--- src/dds_params.svh ---
// constants for the diagnostic done status block: offsets, fields, reset values, mode codes
`ifndef DDS_PARAMS_SVH
`define DDS_PARAMS_SVH

// ****************************************************************
// register bus
// ****************************************************************
`define DDS_ADDR_W          16
`define DDS_DATA_W          8
`define DDS_DIAG_ADDR       16'h0526
`define DDS_IRQ_STAT_ADDR   16'h0600
`define DDS_IRQ_MASK_ADDR   16'h0601
`define DDS_RUN_ADDR        16'h0602

// ****************************************************************
// fields of diag_done_status and of the interrupt registers
// ****************************************************************
`define DDS_NUM_FLAGS       5
`define DDS_BIT_TEMP_SCAN   4
`define DDS_BIT_VOLT_SCAN   3
`define DDS_BIT_TEMP_BIST   2
`define DDS_BIT_VOLT_BIST   1
`define DDS_BIT_SUPPLY_BIST 0
`define DDS_DIAG_RESET      8'h00
`define DDS_IRQ_MASK_RESET  5'h00
`define DDS_RSVD_PAD        3'h0

// ****************************************************************
// monitor select codes
// ****************************************************************
`define DDS_MODE_SCAN       2'h1
`define DDS_MODE_BIST       2'h2

`endif

--- src/dds_pkg.sv ---
// types shared by the diagnostic done status block
package dds_pkg;

   // start requests as written by software into the monitor control registers
   typedef struct packed {
      logic       temp_monitor_go;
      logic [1:0] temp_monitor_select;
      logic       volt_monitor_go;
      logic [1:0] volt_monitor_select;
      logic       supply_check_go;
   } dds_start_s;

   // one-cycle completion strobes from the comparator and supply checkers
   typedef struct packed {
      logic temp_scan_cycle;
      logic volt_scan_cycle;
      logic temp_selftest_cycle;
      logic volt_selftest_cycle;
      logic supply_selftest_cycle;
   } dds_cycle_s;

   // register bus request
   typedef struct packed {
      logic [15:0] addr;
      logic [7:0]  wdata;
      logic        we;
      logic        re;
   } dds_bus_s;

endpackage : dds_pkg

--- src/dds_flag.sv ---
// one done flag: cleared when its run starts, set when a cycle of that run completes
`timescale 1ns/100ps
`default_nettype none

module dds_flag #(
   parameter bit ONE_SHOT = 1'b1
) (
   input  wire logic clk_i,
   input  wire logic reset_i,
   input  wire logic start_i,
   input  wire logic cycle_done_i,
   output logic      done_o,
   output logic      running_o,
   output logic      set_o
);

   logic done_r;
   logic running_r;
   logic set_r;
   logic hit;

   // a completion only counts for a run that was started, so the flag stays 0 before any start
   assign hit = cycle_done_i & running_r;

   // ****************************************************************
   // run tracking
   // ****************************************************************
   // a round robin keeps running after its first cycle; a self-test ends with its cycle
   always_ff @(posedge clk_i) begin
      if (reset_i) begin
         running_r <= 1'b0;
      end else if (start_i) begin
         running_r <= 1'b1;
      end else if (hit && ONE_SHOT) begin
         running_r <= 1'b0;
      end
   end

   // ****************************************************************
   // done flag
   // ****************************************************************
   // set wins over a start in the same cycle so a finished cycle is never lost
   always_ff @(posedge clk_i) begin
      if (reset_i) begin
         done_r <= 1'b0;
      end else if (hit) begin
         done_r <= 1'b1;
      end else if (start_i) begin
         done_r <= 1'b0;
      end
   end

   always_ff @(posedge clk_i) begin
      if (reset_i) begin
         set_r <= 1'b0;
      end else begin
         set_r <= hit & ~done_r;
      end
   end

   assign done_o    = done_r;
   assign running_o = running_r;
   assign set_o     = set_r;

endmodule // dds_flag

`default_nettype wire

--- src/dds_status.sv ---
// diagnostic done status: five completion flags, their read-only register and an interrupt
`timescale 1ns/100ps
`default_nettype none
`include "dds_params.svh"

// Operation
// - temperature go with round-robin select clears bit 4; first completed cycle sets it
// - voltage go with round-robin select clears bit 3; first completed cycle sets it
// - go with self-test select clears bit 2 or 1; completed self-test sets it
// - supply check go clears bit 0; completed supply self-test sets it
// - self-test flags read 0 before start and while running, 1 after completion

module dds_status
   import dds_pkg::*;
#(
   parameter int ADDR_W    = `DDS_ADDR_W,
   parameter int DATA_W    = `DDS_DATA_W,
   parameter int NUM_FLAGS = `DDS_NUM_FLAGS
) (
   input  wire logic              clk_i,
   input  wire logic              reset_i,
   input  wire logic [ADDR_W-1:0] addr_i,
   input  wire logic [DATA_W-1:0] wdata_i,
   input  wire logic              we_i,
   input  wire logic              re_i,
   input  wire dds_start_s        start_i,
   input  wire dds_cycle_s        cycle_i,
   output logic [DATA_W-1:0]      rdata_o,
   output logic [NUM_FLAGS-1:0]   done_o,
   output logic                   irq_o
);

   // ****************************************************************
   // parameter check
   // ****************************************************************
   // the map is fixed: five flags under three reserved bits, sixteen bit offsets at least
   if (ADDR_W < `DDS_ADDR_W || DATA_W != `DDS_DATA_W || NUM_FLAGS != `DDS_NUM_FLAGS) begin : g_bad_params
      $error("dds_status: parameter values not served by this register map");
   end

   // ****************************************************************
   // start decode
   // ****************************************************************
   logic                      temp_scan_start;
   logic                      volt_scan_start;
   logic                      temp_bist_start;
   logic                      volt_bist_start;
   logic                      supply_bist_start;
   logic [`DDS_NUM_FLAGS-1:0] done;
   logic [`DDS_NUM_FLAGS-1:0] running;
   logic [`DDS_NUM_FLAGS-1:0] set_ev;

   // selects only matter in the cycle of their go pulse
   // other select codes start no run here and leave these flags alone
   assign temp_scan_start   = start_i.temp_monitor_go
                            & (start_i.temp_monitor_select == `DDS_MODE_SCAN);
   assign volt_scan_start   = start_i.volt_monitor_go
                            & (start_i.volt_monitor_select == `DDS_MODE_SCAN);
   assign temp_bist_start   = start_i.temp_monitor_go
                            & (start_i.temp_monitor_select == `DDS_MODE_BIST);
   assign volt_bist_start   = start_i.volt_monitor_go
                            & (start_i.volt_monitor_select == `DDS_MODE_BIST);
   assign supply_bist_start = start_i.supply_check_go;

   // ****************************************************************
   // done flags
   // ****************************************************************
   // round robin flags stay armed so later cycles keep them set
   dds_flag #(
      .ONE_SHOT     (1'b0)
   ) u_temp_scan (
      .clk_i        (clk_i),
      .reset_i      (reset_i),
      .start_i      (temp_scan_start),
      .cycle_done_i (cycle_i.temp_scan_cycle),
      .done_o       (done[`DDS_BIT_TEMP_SCAN]),
      .running_o    (running[`DDS_BIT_TEMP_SCAN]),
      .set_o        (set_ev[`DDS_BIT_TEMP_SCAN])
   );

   // the voltage round robin follows the same arming as the temperature one
   dds_flag #(
      .ONE_SHOT     (1'b0)
   ) u_volt_scan (
      .clk_i        (clk_i),
      .reset_i      (reset_i),
      .start_i      (volt_scan_start),
      .cycle_done_i (cycle_i.volt_scan_cycle),
      .done_o       (done[`DDS_BIT_VOLT_SCAN]),
      .running_o    (running[`DDS_BIT_VOLT_SCAN]),
      .set_o        (set_ev[`DDS_BIT_VOLT_SCAN])
   );

   // self-test flags disarm at completion, so they read 0 until the run ends
   dds_flag #(
      .ONE_SHOT     (1'b1)
   ) u_temp_bist (
      .clk_i        (clk_i),
      .reset_i      (reset_i),
      .start_i      (temp_bist_start),
      .cycle_done_i (cycle_i.temp_selftest_cycle),
      .done_o       (done[`DDS_BIT_TEMP_BIST]),
      .running_o    (running[`DDS_BIT_TEMP_BIST]),
      .set_o        (set_ev[`DDS_BIT_TEMP_BIST])
   );

   // voltage protector self-test
   dds_flag #(
      .ONE_SHOT     (1'b1)
   ) u_volt_bist (
      .clk_i        (clk_i),
      .reset_i      (reset_i),
      .start_i      (volt_bist_start),
      .cycle_done_i (cycle_i.volt_selftest_cycle),
      .done_o       (done[`DDS_BIT_VOLT_BIST]),
      .running_o    (running[`DDS_BIT_VOLT_BIST]),
      .set_o        (set_ev[`DDS_BIT_VOLT_BIST])
   );

   // supply self-test has no select code, its go alone starts it
   dds_flag #(
      .ONE_SHOT     (1'b1)
   ) u_supply_bist (
      .clk_i        (clk_i),
      .reset_i      (reset_i),
      .start_i      (supply_bist_start),
      .cycle_done_i (cycle_i.supply_selftest_cycle),
      .done_o       (done[`DDS_BIT_SUPPLY_BIST]),
      .running_o    (running[`DDS_BIT_SUPPLY_BIST]),
      .set_o        (set_ev[`DDS_BIT_SUPPLY_BIST])
   );

   // ****************************************************************
   // interrupt status and mask
   // ****************************************************************
   logic [`DDS_NUM_FLAGS-1:0] irq_stat_r;
   logic [`DDS_NUM_FLAGS-1:0] irq_stat_nxt;
   logic [`DDS_NUM_FLAGS-1:0] irq_mask_r;
   logic [`DDS_NUM_FLAGS-1:0] w1c;
   logic                      stat_wr;
   logic                      mask_wr;
   logic                      irq_r;
   logic                      irq_nxt;

   // full offset compare: a wider bus must not alias into these registers
   assign stat_wr = we_i && (addr_i == `DDS_IRQ_STAT_ADDR);
   assign mask_wr = we_i && (addr_i == `DDS_IRQ_MASK_ADDR);

   assign w1c = stat_wr ? wdata_i[`DDS_NUM_FLAGS-1:0] : {`DDS_NUM_FLAGS{1'b0}};

   // a completion landing with its own clear still sets the bit
   assign irq_stat_nxt = (irq_stat_r & ~w1c) | set_ev;

   always_ff @(posedge clk_i) begin
      if (reset_i) begin
         irq_stat_r <= {`DDS_NUM_FLAGS{1'b0}};
      end else begin
         irq_stat_r <= irq_stat_nxt;
      end
   end

   always_ff @(posedge clk_i) begin
      if (reset_i) begin
         irq_mask_r <= `DDS_IRQ_MASK_RESET;
      end else if (mask_wr) begin
         irq_mask_r <= wdata_i[`DDS_NUM_FLAGS-1:0];
      end
   end

   // the mask gates only the pin; status bits record events whether masked or not
   assign irq_nxt = |(irq_stat_r & irq_mask_r);

   // registered so the pin is glitch free; costs one cycle of latency
   always_ff @(posedge clk_i) begin
      if (reset_i) begin
         irq_r <= 1'b0;
      end else begin
         irq_r <= irq_nxt;
      end
   end

   // ****************************************************************
   // register read
   // ****************************************************************
   logic [`DDS_DATA_W-1:0] rdata_r;
   logic [`DDS_DATA_W-1:0] rdata_nxt;

   // the bus never waits: each read is answered in the cycle after its strobe
   // writes at the done status offset fall through here untouched
   always_comb begin
      rdata_nxt = `DDS_DIAG_RESET;
      if (re_i) begin
         unique case (addr_i)
            `DDS_DIAG_ADDR:     rdata_nxt = {`DDS_RSVD_PAD, done};
            `DDS_IRQ_STAT_ADDR: rdata_nxt = {`DDS_RSVD_PAD, irq_stat_r};
            `DDS_IRQ_MASK_ADDR: rdata_nxt = {`DDS_RSVD_PAD, irq_mask_r};
            `DDS_RUN_ADDR:      rdata_nxt = {`DDS_RSVD_PAD, running};
            default:            rdata_nxt = `DDS_DIAG_RESET;
         endcase
      end
   end

   // data stand only in the cycle after the read strobe
   always_ff @(posedge clk_i) begin
      if (reset_i) begin
         rdata_r <= `DDS_DIAG_RESET;
      end else begin
         rdata_r <= rdata_nxt;
      end
   end

   // ****************************************************************
   // outputs
   // ****************************************************************
   // every output comes straight from a flip-flop
   assign rdata_o = rdata_r;
   assign done_o  = done;
   assign irq_o   = irq_r;

endmodule // dds_status

`default_nettype wire

--- config.mk ---
export PLATFORM = sky130hd
export DESIGN_NAME = dds_status
export DESIGN_NICKNAME = d
export VERILOG_FILES = /design/src/dds_pkg.sv /design/src/dds_flag.sv /design/src/dds_status.sv
export VERILOG_INCLUDE_DIRS = /design/src
export SDC_FILE = /design/constraint.sdc
export NUM_CORES = 1
export LEC_CHECK = 0
export ABC_AREA = 1
export CAP_MARGIN = 10
export CORE_MARGIN = 2
export CORE_UTILIZATION = 55
export DETAILED_ROUTE_END_ITERATION = 6
export DONT_BUFFER_PORTS = 1
export PLACE_DENSITY = 0.76
export SYNTH_ARGS = -nofsm -noshare
export SYNTH_HDL_FRONTEND = slang
export SYNTH_SLANG_ARGS = --single-unit
--- constraint.sdc ---
create_clock -name clk_i -period 1.9 [get_ports clk_i]
set_input_delay 0.19 -clock clk_i [delete_from_list [all_inputs] [get_ports clk_i]]
set_output_delay 0.19 -clock clk_i [all_outputs]
set_load 0.1 [all_outputs]
==> results.cfg, run 1 <==
[placement]
io_buffers = 0
place.gp.congestion = 0.856
post-place-cells = 233
hpwl_um = 2410

[worst_setup_path]
crit_cells = 1
reg2reg_to = rdata_o[3]
critPathKind = reg -> out
required_ns = 1.71
rrSetupSlack_ns = 0.90
crit_slowest_cell = dfxtp_1
crit_path_end_kind = output pin
r2r_cells = 5
cp_max_fo = 4
startpoint = u_temp_scan.done_o
worst-path-buf-inv = 1
critPathLaunchType = register
critPathArrivalTime_ns = 1.05
slowest_delay_ns = 0.41
crit_family = flip-flops
rr_startpoint = u_volt_scan.done_o
cp_cell_sequence = buf_4

[final_layout]
nets = 255
n_antenna_cell = 0
finalNonFillerCells = 246
syn2layout_area_growth_pct = 11.3
drive_gt1_share_pct = 13.9

[grt]
antenna_found_initial = 0
first_global_vias = 1302
grt_pass1_wl_um = 5420
grt_max_degree = 23
grt_overflow = 0
gr-usage-all-layers_pct = 22.0

[yosys]
synthCells = 204
ys_ff_latch = 31
yosysUniqueCellTypes = 23
yosysTopAreaCell = dfxtp_1
synth_top_flop_cell = dfxtp_1
yosys_warnings = 0
synth_edf_count = 0
netlist_top_cells_area = dfxtp_1 42%, nor2_1 10%, nand3_1 9.9%, nand2_1 9.2%, buf_4 5.1%
synth_area_mm2 = 0.00146
yosys.cell_count.top_type = nor2_1
ys_seq_area_share_pct = 42.5
synth-async-reset-ratio_pct = 0
synth_top_area_share_pct = 42.5
synth.avg_cell_area_um2 = 7.16
synthTopCellsByCount = 40 x nor2_1, 36 x nand2_1, 31 x dfxtp_1, 29 x nand3_1

[power_and_ir_drop]
p_per_area_mw_per_mm2 = 812
max-vdd-ir-drop_uv = 793
finalPower_mw = 1.32
p_leak_nw = 0.658

[clock_network]
clock_latency_ns = 0.32
htree_num_levels = 2
cts.sinks = 31
hold_buffers = 5
clk_pin_slew_ns = 0.09
cts_buffers = 5
cts_root_buf = clkbuf_4
clockBufferDepth = 2
cts.repair.resized = 0
cts_tree = built
postCtsSetupBuffers = 0

[floorplan]
die_height_um = 55.5
io_pins = 54
initial_core_util_pct = 58.5
rows = 18
core-area_mm2 = 0.00250
die_x_um = 55.5
die_area_mm2 = 0.00309

[sta]
fmax_mhz = 808
rsz0062_at_grt = false
hold_viol_final = 0
tns_ns = 0
fin_crit_sh_pct = 65.1
slew_viol_final = 0
setup_violations = 0
finalCriticalPeriod_ns = 1.24
slew_headroom_pct = 63.1
skew_ns = 0.00477
worstMarginPinSlew_ns = 0.552

[detailed_routing]
drc_errors = 0
drt-initial-drc-count = 56
wirelength_um = 3210
drtPass1Iterations = 4
drtAntennaViolNets = 0
via_per_inst = 5.45
vias = 1340
avgRoutedWirePerCell_um = 13.0

[worst_hold_path]
hold_start = wdata_i[4]
whs_endpoint = irq_mask_r[4]
hp-class = in -> reg
hold_depth = 2

[run_status]
status = finished clean

[flow_run]
maxCapViolCount = 0
worst max-delay path by stage:
| stage | to |
|---|---|
| after floorplan | irq_o |
| after global placement | irq_stat_r[1] |
| after detailed placement | rdata_o[2] |
| after CTS | done_o[4] |
| after global routing | done_o[4] |
| final | done_o[4] |
layer usage:
metal | GRT usage [%] | share of wire, % | vias to the layer above
met5 | 0 | 0 | -
met4 | 6.97 | 1.2 | 0
met3 | 6.32 | 8.6 | 5
met2 | 38.6 | 50 | 55
met1 | 25.8 | 40 | 600
li1 | - | - | 680
per-stage QoR:
step                      util [%]  hold WS (ns)  instance area, um^2  worst slack [ns]
after floorplan                  -         0.291                 1470             0.801
after global placement        59.6         0.261                 1490             0.561
after detailed placement      59.6         0.263                 1490             0.503
after CTS                     65.1      0.000165                 1630             0.660
after global routing          65.1       0.00195                 1630             0.637
final                         65.1       0.00875                 1630             0.662
cells by family (layout without fill, tap and decap cells):
group	Yosys count	in the layout	synth area share, %
flops	31	31	42.5
buf+inv	28	38	10.4
compound gates	21	21	8.05
other cells	1	3	0.257
simple gates	123	123	38.8
report_power, final:
part | switching [mW] | internal, mW
sequential | 0.00967 | 0.664
combinational | 0.0909 | 0.0282
clock | 0.218 | 0.311
total | 0.318 | 1.00
cell usage in the layout (no fill, tap or decap), drive strengths merged:
master       synthesis  final
or2                  1      1
clkbuf               2      6
a21oi               13     13
nor2                46     46
nand2               37     37
inv                 13     13
conb                 1      3
bufinv               0      1
clkinv               1      2
buf                 12     11
o21ai                5      5
dlygate4sd3          0      5
o31ai                1      1
o21bai               1      1
nand3               30     30
nand3b               2      2
a221oi               1      1
nand4                7      7
dfxtp               31     31
area by class of cell:
| class | count | area, um^2 |
|---|---|---|
| clock inverter | 2 | 35.0 |
| inverter | 14 | 53.8 |
| clock buffer | 6 | 51.3 |
| timing repair buffer | 16 | 133 |
| tap | 30 | 37.5 |
| fill | 237 | 873 |
| sequential | 31 | 621 |
| multi-input combinational | 147 | 696 |
(Power assumes the default switching activity.)
==> run 2, diff against run 1 <==
- ABC_AREA: 1 -> 0
- clock period: 1.9 -> 1.2 ns (I/O delays scaled with it)
==> run 2 against run 1 <==
The run now ends with hold timing, setup timing left. Worst hold slack worse by 0.16 ns. Global-route usage increased by 4.2 points. Power is 44% higher.
==> results.cfg, run 2 <==
[yosys]
yosys-mux-area-fraction_pct = 3.62
yosysUniqueCellTypes = 31
ys_ff_latch = 31
synth_area_mm2 = 0.00138
synth_top_family_by_area = simple AND/OR/NAND/NOR gates
synth_compound_area_share_pct = 15.0
yosys.area_share.simple_pct = 28.5
yosys_warnings = 0
synthTopCellsByCount = 31 x dfxtp_1, 18 x a21oi_1, 14 x nor2_1, 14 x nor3_1, 11 x nand2_1
yosysTopAreaCell = dfxtp_1
synth_edf_count = 0
netlist_top_cells_area = dfxtp_1 45%, a21oi_1 6.5%, nor3_1 5.1%, nor4b_1 5.1%, buf_4 4.3%
synth-async-reset-ratio_pct = 0
yosys.cell_count.top_type = dfxtp_1
synth_xor_area_share_pct = 0
synth_top_area_share_pct = 44.9
synth_top_flop_cell = dfxtp_1
ys_seq_area_share_pct = 44.9
synth.avg_cell_area_um2 = 8.53
synthAdderAreaFrac_pct = 0
synthCells = 162

[placement]
place_ws_ns = -0.305
hpwl_um = 2310
placed_area_mm2 = 0.00153
place.gp.congestion = 0.858
io_buffers = 0

[worst_setup_path]
required_ns = 1.38
critPathLaunchType = primary input
critPathKind = in -> reg
critPathArrivalTime_ns = 1.39
cp_max_fo = 5
crit_path_end_kind = register
slowest_delay_ns = 0.53
crit_slowest_cell = or4b_4
rrSetupSlack_ns = 0.09
cp_cell_sequence = or4b_4 -> or3_4 -> nor4b_2 -> nor3_1

[floorplan]
rows = 18
die_x_um = 54.1
die_area_mm2 = 0.00293
initial_core_util_pct = 56.8
io_pins = 54
core-area_mm2 = 0.00243
die_height_um = 54.1

[sta]
rsz0062_at_grt = true
skew_ns = 0.0128
setup_violations = 1
finalCriticalPeriod_ns = 1.21
worstMarginPinSlew_ns = 0.895
fmax_mhz = 826
setup_ws_ns = -0.0107
slew_headroom_pct = 40.4
whs_ns = -0.156
hold_viol_final = 1
fin_crit_sh_pct = 101
slew_viol_final = 0

[run_status]
status = complete, but fails checks
violations = hold timing, setup timing

[grt]
grt_pass1_wl_um = 5290
grt_max_degree = 25
grt_overflow = 0
gr-usage-all-layers_pct = 26.3
first_global_vias = 1191
antenna_found_initial = 0

[worst_hold_path]
hp-class = in -> reg

[flow_run]
maxCapViolCount = 0

[clock_network]
cts_buffers = 5
clockBufferDepth = 2
cts_tree = built
clk_pin_slew_ns = 0.09
hold_buffers = 17
cts.sinks = 31
clock_latency_ns = 0.34
cts_root_buf = clkbuf_4
htree_num_levels = 2

[final_layout]
design_area_mm2 = 0.00178
final_common_cell = dfxtp_1
syn2layout_area_growth_pct = 29.0
n_antenna_cell = 0
mostFrequentLayoutCells = 29 x dfxtp_1, 18 x a21oi_1, 17 x buf_4
nets = 232
drive_gt1_share_pct = 20.8

[detailed_routing]
wirelength_um = 3380
drc_errors = 0
avgRoutedWirePerCell_um = 15.2
drtPass1Iterations = 4
via_per_inst = 5.90
drtAntennaViolNets = 0
vias = 1310
drt-initial-drc-count = 34

[power_and_ir_drop]
max-vdd-ir-drop_uv = 1020
p_leak_nw = 0.648
p_per_area_mw_per_mm2 = 1070
-- run 2: power by group --
part           total [mW]  internal, mW  switching, mW
clock network       0.610         0.271          0.339
logic               0.226        0.0883          0.138
registers            1.07          1.05         0.0215
total                1.91          1.41          0.498
-- run 2: repair_timing --
item                       4_1_cts  5_1_grt
pin swaps                        0        0
hold endpoints to repair        26        1
resized for setup                1        7
buffers inserted                 0        1
setup endpoints to repair        1       27
gates cloned                     0        0
-- run 2: worst paths after layout --
check	start	cells past startpoint	to
setup / recovery	addr_i[8]	4	irq_stat_r[1]
hold / removal	reset_i	1	u_volt_scan.running_o
setup reg to reg	u_volt_bist.running_o	3	u_volt_bist.running_o
hold reg to reg	u_volt_scan.running_o	2	u_volt_scan.running_o
-- run 2: critical path, delay by kind of cell --
kind	cells	cell delay, ns
AND/OR/NAND/NOR	4	1.26
-- run 2: final cells by class --
class	count	area, um^2
fill	182	648
multi-input combinational	113	724
clock inverter	1	5.00
inverter	5	18.8
tap	30	37.5
clock buffer	6	51.3
sequential	31	623
timing repair buffer	36	324
-- run 2: cell families (layout without fill, tap and decap cells) --
logic type      after synthesis  in the layout
buf+inv                      20             48
compound gates               35             35
simple gates                 70             70
other cells                   1              3
mux                           5              5
flops                        31             31
-- run 2: per-layer routing --
layer | routed length (um) | share of wire (%) | track usage, % | vias up
met5 | 0 | 0 | 0 | -
met4 | 57 | 1.7 | 14.2 | 0
met1 | 1450 | 43 | 31.1 | 603
met2 | 1620 | 48 | 43.8 | 61
met3 | 250 | 7.4 | 5.83 | 7
li1 | - | - | - | 639
-- run 2: metrics by stage --
stage	power [mW]	TNS (ns)	util, %	hold slack [ns]	cells
floorplan	1.27	-2.81	-	0.237	164
global placement	1.25	-2.21	62.9	0.191	198
detailed placement	1.26	-2.46	62.9	0.195	198
CTS	1.91	0	72.4	0.0153	222
global route	1.98	-0.0666	73.4	-0.135	222
finish	1.91	-0.0107	73.4	-0.156	222
